**config.mk**
```make
export PLATFORM = sky130hd
export DESIGN_NAME = gdreg_bank
export DESIGN_NICKNAME = d
export VERILOG_FILES = /design/src/shared/gdreg_pkg.sv /design/src/core/gdreg_spi.sv /design/src/core/gdreg_bank.sv
export SDC_FILE = /design/constraint.sdc
export NUM_CORES = 1
export LEC_CHECK = 0
export BUFFER_PORTS_ARGS = -buffer_cell sky130_fd_sc_hd__buf_2
export CAP_MARGIN = 25
export CORE_AREA = 2 2 81 98
export CTS_CLUSTER_SIZE = 28
export DETAILED_ROUTE_END_ITERATION = 10
export DIE_AREA = 0 0 83 100
export PLACE_DENSITY = 0.79
export SKIP_CTS_REPAIR_TIMING = 1
export SLEW_MARGIN = 0
export SYNTH_ARGS = -nofsm -noshare
export SYNTH_HDL_FRONTEND = slang
export SYNTH_SLANG_ARGS = --single-unit
```
**constraint.sdc**
```tcl
create_clock -name ref_clk -period 2.13 [get_ports ref_clk]
set_clock_uncertainty 0.05 [all_clocks]
set_input_delay 0.1065 -clock ref_clk [delete_from_list [all_inputs] [get_ports ref_clk]]
set_output_delay 0.1065 -clock ref_clk [all_outputs]
set_load 0.02 [all_outputs]
```
**src/shared/gdreg_pkg.sv**
```systemverilog
package gdreg_pkg;
   // Register map, 4-bit word addresses
   localparam logic [3:0] ADDR_FAULT_PRIMARY = 4'h0;
   localparam logic [3:0] ADDR_FAULT_SECONDARY = 4'h1;
   localparam logic [3:0] ADDR_DRIVER_SETTINGS = 4'h2;
   localparam logic [3:0] ADDR_LOCK_CTRL = 4'h3;
   localparam int DATA_W = 11;
   localparam int ADDR_W = 4;
   localparam int FRAME_BITS = 16;
   localparam int HEADER_BITS = 5;
   localparam logic [10:0] STATUS_RESET = 11'h000;
   localparam logic [10:0] SETTINGS_RESET = 11'h000;

   // Primary status fields
   localparam int P_SUMMARY = 10;
   localparam int P_DS_OC = 9;
   localparam int P_GATE_ERR = 8;
   localparam int P_SUPPLY_UNDERVOLTAGE_LOCKOUT = 7;
   localparam int P_OVERTEMP_SHUTDOWN = 6;

   // Secondary status fields
   localparam int S_AMP_A = 10;
   localparam int S_AMP_C = 8;
   localparam int S_WARN = 7;
   localparam int S_GATE_SUPPLY_UNDERVOLTAGE = 6;

   // Driver settings fields
   localparam int C_SCOPE_ALL = 10;
   localparam int C_GATE_SUPPLY_UNDERVOLTAGE_DIS = 9;
   localparam int C_GDF_DIS = 8;
   localparam int C_WARN_REP = 7;
   localparam int C_MODE_HI = 6;
   localparam int C_MODE_LO = 5;
   localparam int C_ASYNC = 4;
   localparam int C_DIR = 3;
   localparam int C_COAST = 2;
   localparam int C_BRAKE = 1;
   localparam int C_CLEAR = 0;

   // Lock field sits in bits 10:8 of the lock register
   localparam int L_HI = 10;
   localparam int L_LO = 8;
   localparam logic [2:0] LOCK_PATTERN = 3'h6;
   localparam logic [2:0] UNLOCK_PATTERN = 3'h3;

   typedef enum logic [1:0]
   {
      GDREG_MODE_SIX,
      GDREG_MODE_THREE,
      GDREG_MODE_SINGLE,
      GDREG_MODE_INDEP
   } gdreg_mode_t;
endpackage

```
**src/core/gdreg_spi.sv**
```systemverilog
`timescale 1ns/1ps
// Serial slave: 16-bit frame, bit 15 read flag, 14:11 address, 10:0 data.
// Sampled on the falling serial edge, shifted out on the rising edge.
module gdreg_spi
(
   input wire logic ref_clk,
   input wire logic rst_n,
   input wire logic sclk,
   input wire logic cs_n,
   input wire logic mosi,
   input wire logic [10:0] rd_data,
   output logic [3:0] addr_r,
   output logic wr_pulse_r,
   output logic [10:0] wr_data_r,
   output logic miso_r,
   output logic miso_oe_r
);
   logic sclk_d_r;
   logic [15:0] rx_r;
   logic [4:0] cnt_r;
   logic [10:0] tx_r;
   logic fall;
   logic rise;

   assign fall = sclk_d_r && !sclk && !cs_n;
   assign rise = !sclk_d_r && sclk && !cs_n;

   always_ff @(posedge ref_clk or negedge rst_n)
   begin
      if (!rst_n)
         sclk_d_r <= 1'b0;
      else
         sclk_d_r <= sclk;
   end

   always_ff @(posedge ref_clk or negedge rst_n)
   begin
      if (!rst_n)
      begin
         rx_r <= 16'h0000;
         cnt_r <= 5'h00;
         addr_r <= 4'h0;
      end
      else if (cs_n)
         cnt_r <= 5'h00;
      else if (fall)
      begin
         rx_r <= {rx_r[14:0], mosi};
         cnt_r <= cnt_r + 5'h01;
         if (cnt_r == 5'(gdreg_pkg::HEADER_BITS - 1))
            addr_r <= {rx_r[2:0], mosi};
      end
   end

   always_ff @(posedge ref_clk or negedge rst_n)
   begin
      if (!rst_n)
      begin
         wr_pulse_r <= 1'b0;
         wr_data_r <= 11'h000;
      end
      else
      begin
         wr_pulse_r <= fall && !rx_r[14]
            && cnt_r == 5'(gdreg_pkg::FRAME_BITS - 1);
         if (fall)
            wr_data_r <= {rx_r[9:0], mosi};
      end
   end

   always_ff @(posedge ref_clk or negedge rst_n)
   begin
      if (!rst_n)
      begin
         tx_r <= 11'h000;
         miso_r <= 1'b0;
         miso_oe_r <= 1'b0;
      end
      else
      begin
         miso_oe_r <= !cs_n;
         if (cs_n)
            miso_r <= 1'b0;
         else if (rise && cnt_r == 5'(gdreg_pkg::HEADER_BITS))
         begin
            miso_r <= rd_data[10];
            tx_r <= {rd_data[9:0], 1'b0};
         end
         else if (rise && cnt_r > 5'(gdreg_pkg::HEADER_BITS))
         begin
            miso_r <= tx_r[10];
            tx_r <= {tx_r[9:0], 1'b0};
         end
      end
   end
endmodule

```
**src/core/gdreg_bank.sv**
```systemverilog
`timescale 1ns/1ps
module gdreg_bank
#(
   parameter bit HAS_AMP = 1'b1
)
(
   input wire logic ref_clk,
   input wire logic rst_n,
   input wire logic sclk,
   input wire logic cs_n,
   input wire logic mosi,
   input wire logic [5:0] ds_oc_in,
   input wire logic [5:0] gate_err_in,
   input wire logic supply_undervoltage_lockout_in,
   input wire logic overtemp_shutdown_in,
   input wire logic warn_in,
   input wire logic gate_supply_undervoltage_in,
   input wire logic [2:0] amp_oc_in,
   input wire logic dir_pin,
   input wire logic brake_pin,
   output logic miso,
   output logic miso_oe,
   output logic error_pin_n,
   output logic [2:0] half_bridge_off,
   output logic coast_all,
   output logic brake_all,
   output logic [1:0] pwm_mode,
   output logic async_rect,
   output logic direction_eff
);
   logic [9:0] prim_r;
   logic [10:0] sec_r;
   logic [10:0] ctrl_r;
   logic [2:0] lock_r;
   logic summary_r;
   logic error_pin_n_r;
   logic [2:0] hb_off_r;
   logic coast_r;
   logic brake_r;
   logic [1:0] mode_r;
   logic async_r;
   logic dir_r;
   logic [3:0] addr;
   logic wr_pulse;
   logic [10:0] wr_data;
   logic [10:0] rd_data;
   logic [9:0] prim_nxt;
   logic [10:0] sec_nxt;
   logic summary_nxt;
   logic clear_cmd;
   logic locked;
   logic wr_ctrl;
   logic wr_lock;
   logic single_mode;
   logic [5:0] gate_set;
   logic [2:0] amp_set;
   logic [2:0] phase_oc;

   gdreg_spi u_spi
   (
      .ref_clk(ref_clk),
      .rst_n(rst_n),
      .sclk(sclk),
      .cs_n(cs_n),
      .mosi(mosi),
      .rd_data(rd_data),
      .addr_r(addr),
      .wr_pulse_r(wr_pulse),
      .wr_data_r(wr_data),
      .miso_r(miso),
      .miso_oe_r(miso_oe)
   );

   assign clear_cmd = ctrl_r[gdreg_pkg::C_CLEAR];
   assign locked = lock_r == gdreg_pkg::LOCK_PATTERN;
   assign wr_ctrl = wr_pulse && addr == gdreg_pkg::ADDR_DRIVER_SETTINGS;
   assign wr_lock = wr_pulse && addr == gdreg_pkg::ADDR_LOCK_CTRL;
   assign single_mode = gdreg_pkg::gdreg_mode_t'(
      ctrl_r[gdreg_pkg::C_MODE_HI:gdreg_pkg::C_MODE_LO])
      == gdreg_pkg::GDREG_MODE_SINGLE;

   assign gate_set = gate_err_in & {6{!ctrl_r[gdreg_pkg::C_GDF_DIS]}};
   assign amp_set = HAS_AMP ? amp_oc_in : 3'h0;

   always_comb
   begin
      prim_nxt = clear_cmd ? 10'h000 : prim_r;
      sec_nxt = clear_cmd ? 11'h000 : sec_r;
      prim_nxt[5:0] = prim_nxt[5:0] | ds_oc_in;
      prim_nxt[gdreg_pkg::P_DS_OC] = prim_nxt[gdreg_pkg::P_DS_OC]
         | (|ds_oc_in);
      prim_nxt[gdreg_pkg::P_GATE_ERR] = prim_nxt[gdreg_pkg::P_GATE_ERR]
         | (|gate_set);
      prim_nxt[gdreg_pkg::P_SUPPLY_UNDERVOLTAGE_LOCKOUT] = prim_nxt[gdreg_pkg::P_SUPPLY_UNDERVOLTAGE_LOCKOUT] | supply_undervoltage_lockout_in;
      prim_nxt[gdreg_pkg::P_OVERTEMP_SHUTDOWN] = prim_nxt[gdreg_pkg::P_OVERTEMP_SHUTDOWN] | overtemp_shutdown_in;
      sec_nxt[gdreg_pkg::S_AMP_A:gdreg_pkg::S_AMP_C] =
         sec_nxt[gdreg_pkg::S_AMP_A:gdreg_pkg::S_AMP_C] | amp_set;
      sec_nxt[gdreg_pkg::S_WARN] = sec_nxt[gdreg_pkg::S_WARN] | warn_in;
      sec_nxt[gdreg_pkg::S_GATE_SUPPLY_UNDERVOLTAGE] = sec_nxt[gdreg_pkg::S_GATE_SUPPLY_UNDERVOLTAGE]
         | (gate_supply_undervoltage_in & !ctrl_r[gdreg_pkg::C_GATE_SUPPLY_UNDERVOLTAGE_DIS]);
      sec_nxt[5:0] = sec_nxt[5:0] | gate_set;
      summary_nxt = (|prim_nxt) | (|sec_nxt[10:8]) | (|sec_nxt[6:0])
         | (sec_nxt[gdreg_pkg::S_WARN] & ctrl_r[gdreg_pkg::C_WARN_REP]);
   end

   // status reset and no write path
   always_ff @(posedge ref_clk or negedge rst_n)
   begin
      if (!rst_n)
      begin
         prim_r <= gdreg_pkg::STATUS_RESET[9:0];
         sec_r <= gdreg_pkg::STATUS_RESET;
      end
      else
      begin
         prim_r <= prim_nxt;
         sec_r <= sec_nxt;
      end
   end

   always_ff @(posedge ref_clk or negedge rst_n)
   begin
      if (!rst_n)
      begin
         summary_r <= 1'b0;
         error_pin_n_r <= 1'b1;
      end
      else
      begin
         summary_r <= summary_nxt;
         error_pin_n_r <= !summary_nxt;
      end
   end

   always_ff @(posedge ref_clk or negedge rst_n)
   begin
      if (!rst_n)
         ctrl_r <= gdreg_pkg::SETTINGS_RESET;
      else if (wr_ctrl && locked)
         ctrl_r <= {ctrl_r[10:3], wr_data[2:0]};
      else if (wr_ctrl)
         ctrl_r <= wr_data;
      else
         ctrl_r[gdreg_pkg::C_CLEAR] <= 1'b0;
   end

   always_ff @(posedge ref_clk or negedge rst_n)
   begin
      if (!rst_n)
         lock_r <= gdreg_pkg::UNLOCK_PATTERN;
      else if (wr_lock && !locked
         && wr_data[gdreg_pkg::L_HI:gdreg_pkg::L_LO]
         == gdreg_pkg::LOCK_PATTERN)
         lock_r <= gdreg_pkg::LOCK_PATTERN;
      else if (wr_lock && locked
         && wr_data[gdreg_pkg::L_HI:gdreg_pkg::L_LO]
         == gdreg_pkg::UNLOCK_PATTERN)
         lock_r <= gdreg_pkg::UNLOCK_PATTERN;
   end

   always_comb
   begin
      rd_data = 11'h000;
      case (addr)
         gdreg_pkg::ADDR_FAULT_PRIMARY:
            rd_data = {summary_r, prim_r};
         gdreg_pkg::ADDR_FAULT_SECONDARY:
            rd_data = sec_r;
         gdreg_pkg::ADDR_DRIVER_SETTINGS:
            rd_data = ctrl_r;
         gdreg_pkg::ADDR_LOCK_CTRL:
            rd_data[gdreg_pkg::L_HI:gdreg_pkg::L_LO] = lock_r;
         default:
            rd_data = 11'h000;
      endcase
   end

   // Per-phase overcurrent: both transistors plus amplifier
   genvar p;
   generate
      for (p = 0; p < 3; p++)
      begin : g_phase
         assign phase_oc[p] = prim_r[5 - 2 * p] | prim_r[4 - 2 * p]
            | sec_r[gdreg_pkg::S_AMP_A - p];
         always_ff @(posedge ref_clk or negedge rst_n)
         begin
            if (!rst_n)
               hb_off_r[p] <= 1'b0;
            else if (ctrl_r[gdreg_pkg::C_SCOPE_ALL])
               hb_off_r[p] <= |phase_oc;
            else
               hb_off_r[p] <= phase_oc[p];
         end
      end
   endgenerate

   // Drive controls
   always_ff @(posedge ref_clk or negedge rst_n)
   begin
      if (!rst_n)
      begin
         coast_r <= 1'b0;
         brake_r <= 1'b0;
         mode_r <= 2'h0;
         async_r <= 1'b0;
         dir_r <= 1'b0;
      end
      else
      begin
         coast_r <= ctrl_r[gdreg_pkg::C_COAST];
         brake_r <= ctrl_r[gdreg_pkg::C_BRAKE] | (single_mode & brake_pin);
         mode_r <= ctrl_r[gdreg_pkg::C_MODE_HI:gdreg_pkg::C_MODE_LO];
         async_r <= single_mode & ctrl_r[gdreg_pkg::C_ASYNC];
         dir_r <= single_mode & (ctrl_r[gdreg_pkg::C_DIR] | dir_pin);
      end
   end

   assign error_pin_n = error_pin_n_r;
   assign half_bridge_off = hb_off_r;
   assign coast_all = coast_r;
   assign brake_all = brake_r;
   assign pwm_mode = mode_r;
   assign async_rect = async_r;
   assign direction_eff = dir_r;
endmodule

```
# [Word level (Yosys, flattened, before mapping)]
# Index checks and enable logic that the tools add are counted.
[op_classes] div=0 n_bitwise=28 shift=0 eq_ne=10 n_reduce_logical=39 magnitude_cmp=1 addsub=1 mul=0 muxes=19
[ops] cell="11-bit 2-to-1 mux" count=3
[ops] cell="8-bit case mux with 3 select lines" count=1
[ops] cell="1-bit OR" count=17
[ops] cell="1-bit logical AND" count=15
[ops] cell="6-bit OR" count=2
[ops] cell="3-bit case mux with 4 select lines" count=1
[ops] cell="6-bit OR reduction" count=2
[ops] cell="5-bit by 3-bit equality test with 1-bit output, second input constant" count=2
[ops] cell="10-bit 2-to-1 mux" count=1
[ops] cell="5-bit 2-to-1 mux" count=2
[ops] cell="10-bit OR reduction" count=1
[ops] cell="3-bit 2-to-1 mux" count=3
[ops] cell="4-bit by 2-bit equality test with 1-bit output, second input constant" count=2
[ops] cell="1-bit zero test" count=8
[ops] cell="2-bit nonzero test" count=4
[ops] cell="1-bit 2-to-1 mux" count=7
[ops] cell="7-bit OR reduction" count=1
[ops] cell="6-bit bitwise AND" count=1
[ops] cell="3-bit equality test, second input constant" count=2
[ops] cell="2-bit AND reduction" count=3
[ops] cell="3-bit OR reduction" count=2
[ops] cell="5-bit by 1-bit adder with 5-bit output, second input constant" count=1
[ops] cell="1-bit bitwise AND" count=5
[ops] cell="5-bit by 4-bit equality test with 1-bit output, second input constant" count=1
[ops] cell="other kinds (10)" count=11
[totals] rom_bits=0 latch_bits=0 elab_cells=123 ff_bits=96 mem_count=0 ramBits=0 inputBits=26 output_inout_bits=12

# [Logic depth before layout (Yosys ltp)]
[depth] word_depth=9 mapped_depth=7 depth_no_buf=6

# [Hierarchy]
# From an unflattened synthesis, not the netlist that was laid out.
[unflattened] hier_cells=369 hier_area_um2=4058.9
[by_module_without_submodules] mod="gdreg_spi" cells_each=195 instances=1 area_per_inst_um2=2049.5
[by_module_without_submodules] mod="gdreg_bank" cells_each=174 instances=1 area_per_inst_um2=2009.4

# [Worst setup path after synthesis]
# Ideal clock, no wire load.
[synth_path] path_kind="reg-to-reg" start="reg u_spi.cnt_r[0]" end="reg u_spi.tx_r[5]" setup_slack_ps=463 required_time_ps=1954 arrival_time_ps=1491 stages_incl_launch_ff=7 path_buffers=1 cell_sequence="dfrtp_1 -> ha_1 -> nor3_1 -> a211oi_1 -> buf_2 -> and3_1 -> a221o_1"
[synth_between] elab_chain_cells=4 word_cells_on_any_way=7 classes_between="order compare (1); eq/ne (1); mux (1); reduce/logical (4)"
[synth_rtl] element="from (decl)" line_no="gdreg_spi.sv:20" rtl="logic [4:0] cnt_r;"
[synth_rtl] element="from (signal assigned)" line_no="gdreg_spi.sv:49" rtl="cnt_r <= cnt_r + 5'h01;"
[synth_rtl] element="5-bit by 3-bit > comparator with 1-bit output / 5-bit by 3-bit equality test with 1-bit output (equally long branches)" line_no="gdreg_spi.sv:89, gdreg_spi.sv:84"
[synth_rtl] element="1-bit logical AND (on tied branches)" line_no="gdreg_spi.sv:89, gdreg_spi.sv:84"
[synth_rtl] element="2-bit nonzero test (no line)"
[synth_rtl] element="2-bit AND reduction (no line)"
[synth_rtl] element="to (signal assigned)" line_no="gdreg_spi.sv:87" rtl="tx_r <= {rd_data[9:0], 1'b0};"
[synth_rtl] element="to (signal assigned)" line_no="gdreg_spi.sv:92" rtl="tx_r <= {tx_r[9:0], 1'b0};"
[synth_rtl] element="to (decl)" line_no="gdreg_spi.sv:21" rtl="logic [10:0] tx_r;"
# Parallel ways exist; a longest one is shown, timed or not.
# A chain may end at the register's enable or synchronous reset.

# [Final worst setup path]
[layout_path] start="reg u_spi.addr_r[3]" end="reg ctrl_r[4]"
[layout_between] elab_chain_cells=5
[layout_rtl] element="from (decl)" line_no="gdreg_spi.sv:12" rtl="output logic [3:0] addr_r,"
[layout_rtl] element="from (signal assigned)" line_no="gdreg_spi.sv:51" rtl="addr_r <= {rx_r[2:0], mosi};"
[layout_rtl] element="4-bit by 2-bit equality test with 1-bit output *" line_no="gdreg_bank.sv:76" rtl="assign wr_ctrl = wr_pulse && addr == gdreg_pkg::ADDR_DRIVER_SETTINGS;"
[layout_rtl] element="1-bit logical AND *" line_no="gdreg_bank.sv:76"
[layout_rtl] element="1-bit logical AND" line_no="gdreg_bank.sv:139" rtl="else if (wr_ctrl && locked)"
[layout_rtl] element="1-bit inverter (no line)"
[layout_rtl] element="2-bit AND reduction (no line) *"
[layout_rtl] element="to (signal assigned)" line_no="gdreg_bank.sv:138" rtl="ctrl_r <= gdreg_pkg::SETTINGS_RESET;"
[layout_rtl] element="to (signal assigned)" line_no="gdreg_bank.sv:140" rtl="ctrl_r <= {ctrl_r[10:3], wr_data[2:0]};"
[layout_rtl] element="to (signal assigned)" line_no="gdreg_bank.sv:142" rtl="ctrl_r <= wr_data;"
[layout_rtl] element="to (decl)" line_no="gdreg_bank.sv:33" rtl="logic [10:0] ctrl_r;"
# Mark *: on every way between the ends. The rest lies on a longest branch, timed or not.

==> impl_metrics.ini <==
[drt]
vias_per_cell = 5.622
route.detailed.drc = 0
drtIter0Drc = 197
drtPass1Iterations = 4
ant_nets = 0
routedWlPerCell_um = 16.89
wirelength_mm = 7.736
via_count = 2575

[power]
power_mw = 3.182
p_leak_nw = 1.893
peakVddDrop_mv = 0.5266
powerDensity_nw_per_um2 = 731.8

[clocking]
cts_buffers = 9
cts_tree = yes
cts_root_buf = clkbuf_8
clock-sinks = 83
path_clk_slew_ns = 0.09
clock_path_buffers = 2
clkLatencyLatePin_ns = 0.36
cts_max_level = 3

[synthesis]
ys.flop_type = dfrtp_1
synth_cell_types = 49
yosys_warnings = 0
synth_seq_area_share = 0.5797
avgSynthCellArea_um2 = 12.33
synth_nets = 321
synthArstFlopShare = 1.000
synth_edf_count = 0
syn_inst = 291
ys_seq_elements = 83
synthesis.area_um2 = 3587

[timing]
finalMaxSlewViolations = 0
tns_ns = 0
final-hold-violation-count = 1
hold_slack_ns = -0.02272
tightest_slew_ns = 0.5994
fmax_ghz = 0.5264
period_share = 0.8919
min_period_ns = 1.900
max_slew_margin = 0.5997
rsz0062_at_grt = no
layout_setup_ws_ns = 0.2303
finalSetupViolCount = 0

[critical_path]
cp_max_fo = 8
worstPathArrival_ns = 2.09
crit_required_ns = 2.32
r2r_slack_ns = 0.23
startpoint_type = flop
endpoint_kind = flop
crit_type = reg2reg

[global_routing]
grt_pass1_wl_mm = 12.50
overflow = 0
antenna_found_initial = 0
grt_max_degree = 45
grt_pass1_vias = 2541
grt.total_usage = 0.1920

[floorplan]
die_h_um = 100
die_area_um2 = 8300
fp.dieW_um = 83
start_util = 0.4790
core-area_um2 = 7488
rows = 35
io_pins = 38

[cells_and_area]
diodes = 0
multi_input_area_um2 = 1414
mostFrequentLayoutCells = 81 x dfrtp_1, 36 x buf_2, 28 x mux2_2, 24 x dlygate4sd3_1, 21 x nor2_1
fillers = 555
fin_nets = 391
ff_latch_area_um2 = 2079
area_growth_pct = 21.21
final_common_cell = dfrtp_1
drive_gt1_frac = 0.2732
design_area_um2 = 4348

[outcome]
violations = hold timing
outcome = finished, violations left

[placement]
postPlaceCellArea_um2 = 3904
dp_hpwl_mm = 5.383
portBuffers = 37
place_ws_ns = 0.06153
gp_congestion = 0.9218

[job]
maxCapViolations = 0

[worst_hold_path]
hold_path.class = in2reg
==> logic make-up (layout without fill, tap and decap cells) <==
logic type,Yosys count,after routing,share of synthesized area
adders and majority gates,4,4,0.01395
buffers and inverters,22,97,0.02755
AOI/OAI and AO/OA,64,64,0.1259
and+or+nand+nor,75,75,0.1169
xor gates and xnor gates,3,3,0.007326
muxes,40,40,0.1287
DFF,83,83,0.5797
==> path summary, 6_finish.rpt <==
check                           cells after the start              to                   startpoint
worst max-delay path                                4       ctrl_r[4]              u_spi.addr_r[3]
worst min-delay path                                3        sec_r[6]  gate_supply_undervoltage_in
worst max register to register                      4       ctrl_r[4]              u_spi.addr_r[3]
worst min register to register                      0       coast_all                    ctrl_r[2]
max in group asynchronous                           3     error_pin_n                        rst_n
min in group asynchronous                           2  u_spi.rx_r[13]                        rst_n
==> Yosys cell counts, types with 3 or more instances <==
cell      instances  area share
dfrtp_1          81        0.57
mux2_2           28       0.088
nor2_1           21       0.022
a21o_1           16       0.033
a21oi_1          13       0.018
o21ai_0          13       0.018
inv_1            10       0.010
nand2_1          10       0.010
mux2i_1           9       0.025
nor4_1            8       0.014
a22o_1            7       0.017
buf_2             7      0.0098
and2_1            6       0.010
and3_1            6       0.010
a221o_1           4       0.011
ha_1              4       0.014
nor3_1            4      0.0056
clkbuf_1          3      0.0031
nand4_1           3      0.0052
nor2b_1           3      0.0052
==> worst max-delay path, stage by stage (launching register included) <==
cell      delay, ns
dfrtp_1        0.42
and4bb_1       0.36
and2b_1        0.23
a21boi_4       0.36
mux2_2         0.38
==> metrics by stage <==
stage / util / std cells
after floorplan: - / 291
after global placement: 0.5213 / 418
after detailed placement: 0.5213 / 418
after CTS: 0.5479 / 434
after global routing: 0.5806 / 458
final: 0.5806 / 458
==> area by class of cell <==
cell class,count,area share
flip-flops and latches,83,0.4783
clock inverters,7,0.01727
multi-input cells,186,0.3252
clock buffers,9,0.02849
well taps,92,0.02647
inverters,10,0.008633
repair buffers,71,0.1157
==> state kept, by name (all words and copies together) (netlist names) <==
register and count:
u_spi.wr_data_r 8, half_bridge_off 3, coast_all 1, u_spi.cnt_r 5, async_rect 1, lock_r 2
brake_all 1, direction_eff 1, u_spi.wr_pulse_r 1, u_spi.sclk_d_r 1, u_spi.rx_r 7, ctrl_r 11
pwm_mode 2, summary_r 1, u_spi.miso_oe_r 1, error_pin_n 1, prim_r 10, u_spi.tx_r 10
u_spi.miso_r 1, sec_r 11, u_spi.addr_r 4
==> where the power goes <==
part / switching (mW) / leakage [nW] / internal (mW)
Clock: 0.573 / 0.104 / 0.549
Sequential: 0.0981 / 0.995 / 1.69
Combinational: 0.118 / 0.795 / 0.149
Total: 0.789 / 1.89 / 2.39
==> routing by layer <==
| layer | vias up | wire (um) | global-route usage |
|---|---|---|---|
| li1 | 1200 | - | - |
| met4 | 0 | 268 | 0.09962 |
| met1 | 1279 | 3168 | 0.2415 |
| met2 | 72 | 3907 | 0.3164 |
| met3 | 24 | 392 | 0.03947 |
| met5 | - | 0 | 0 |
(Power assumes the default switching activity.)
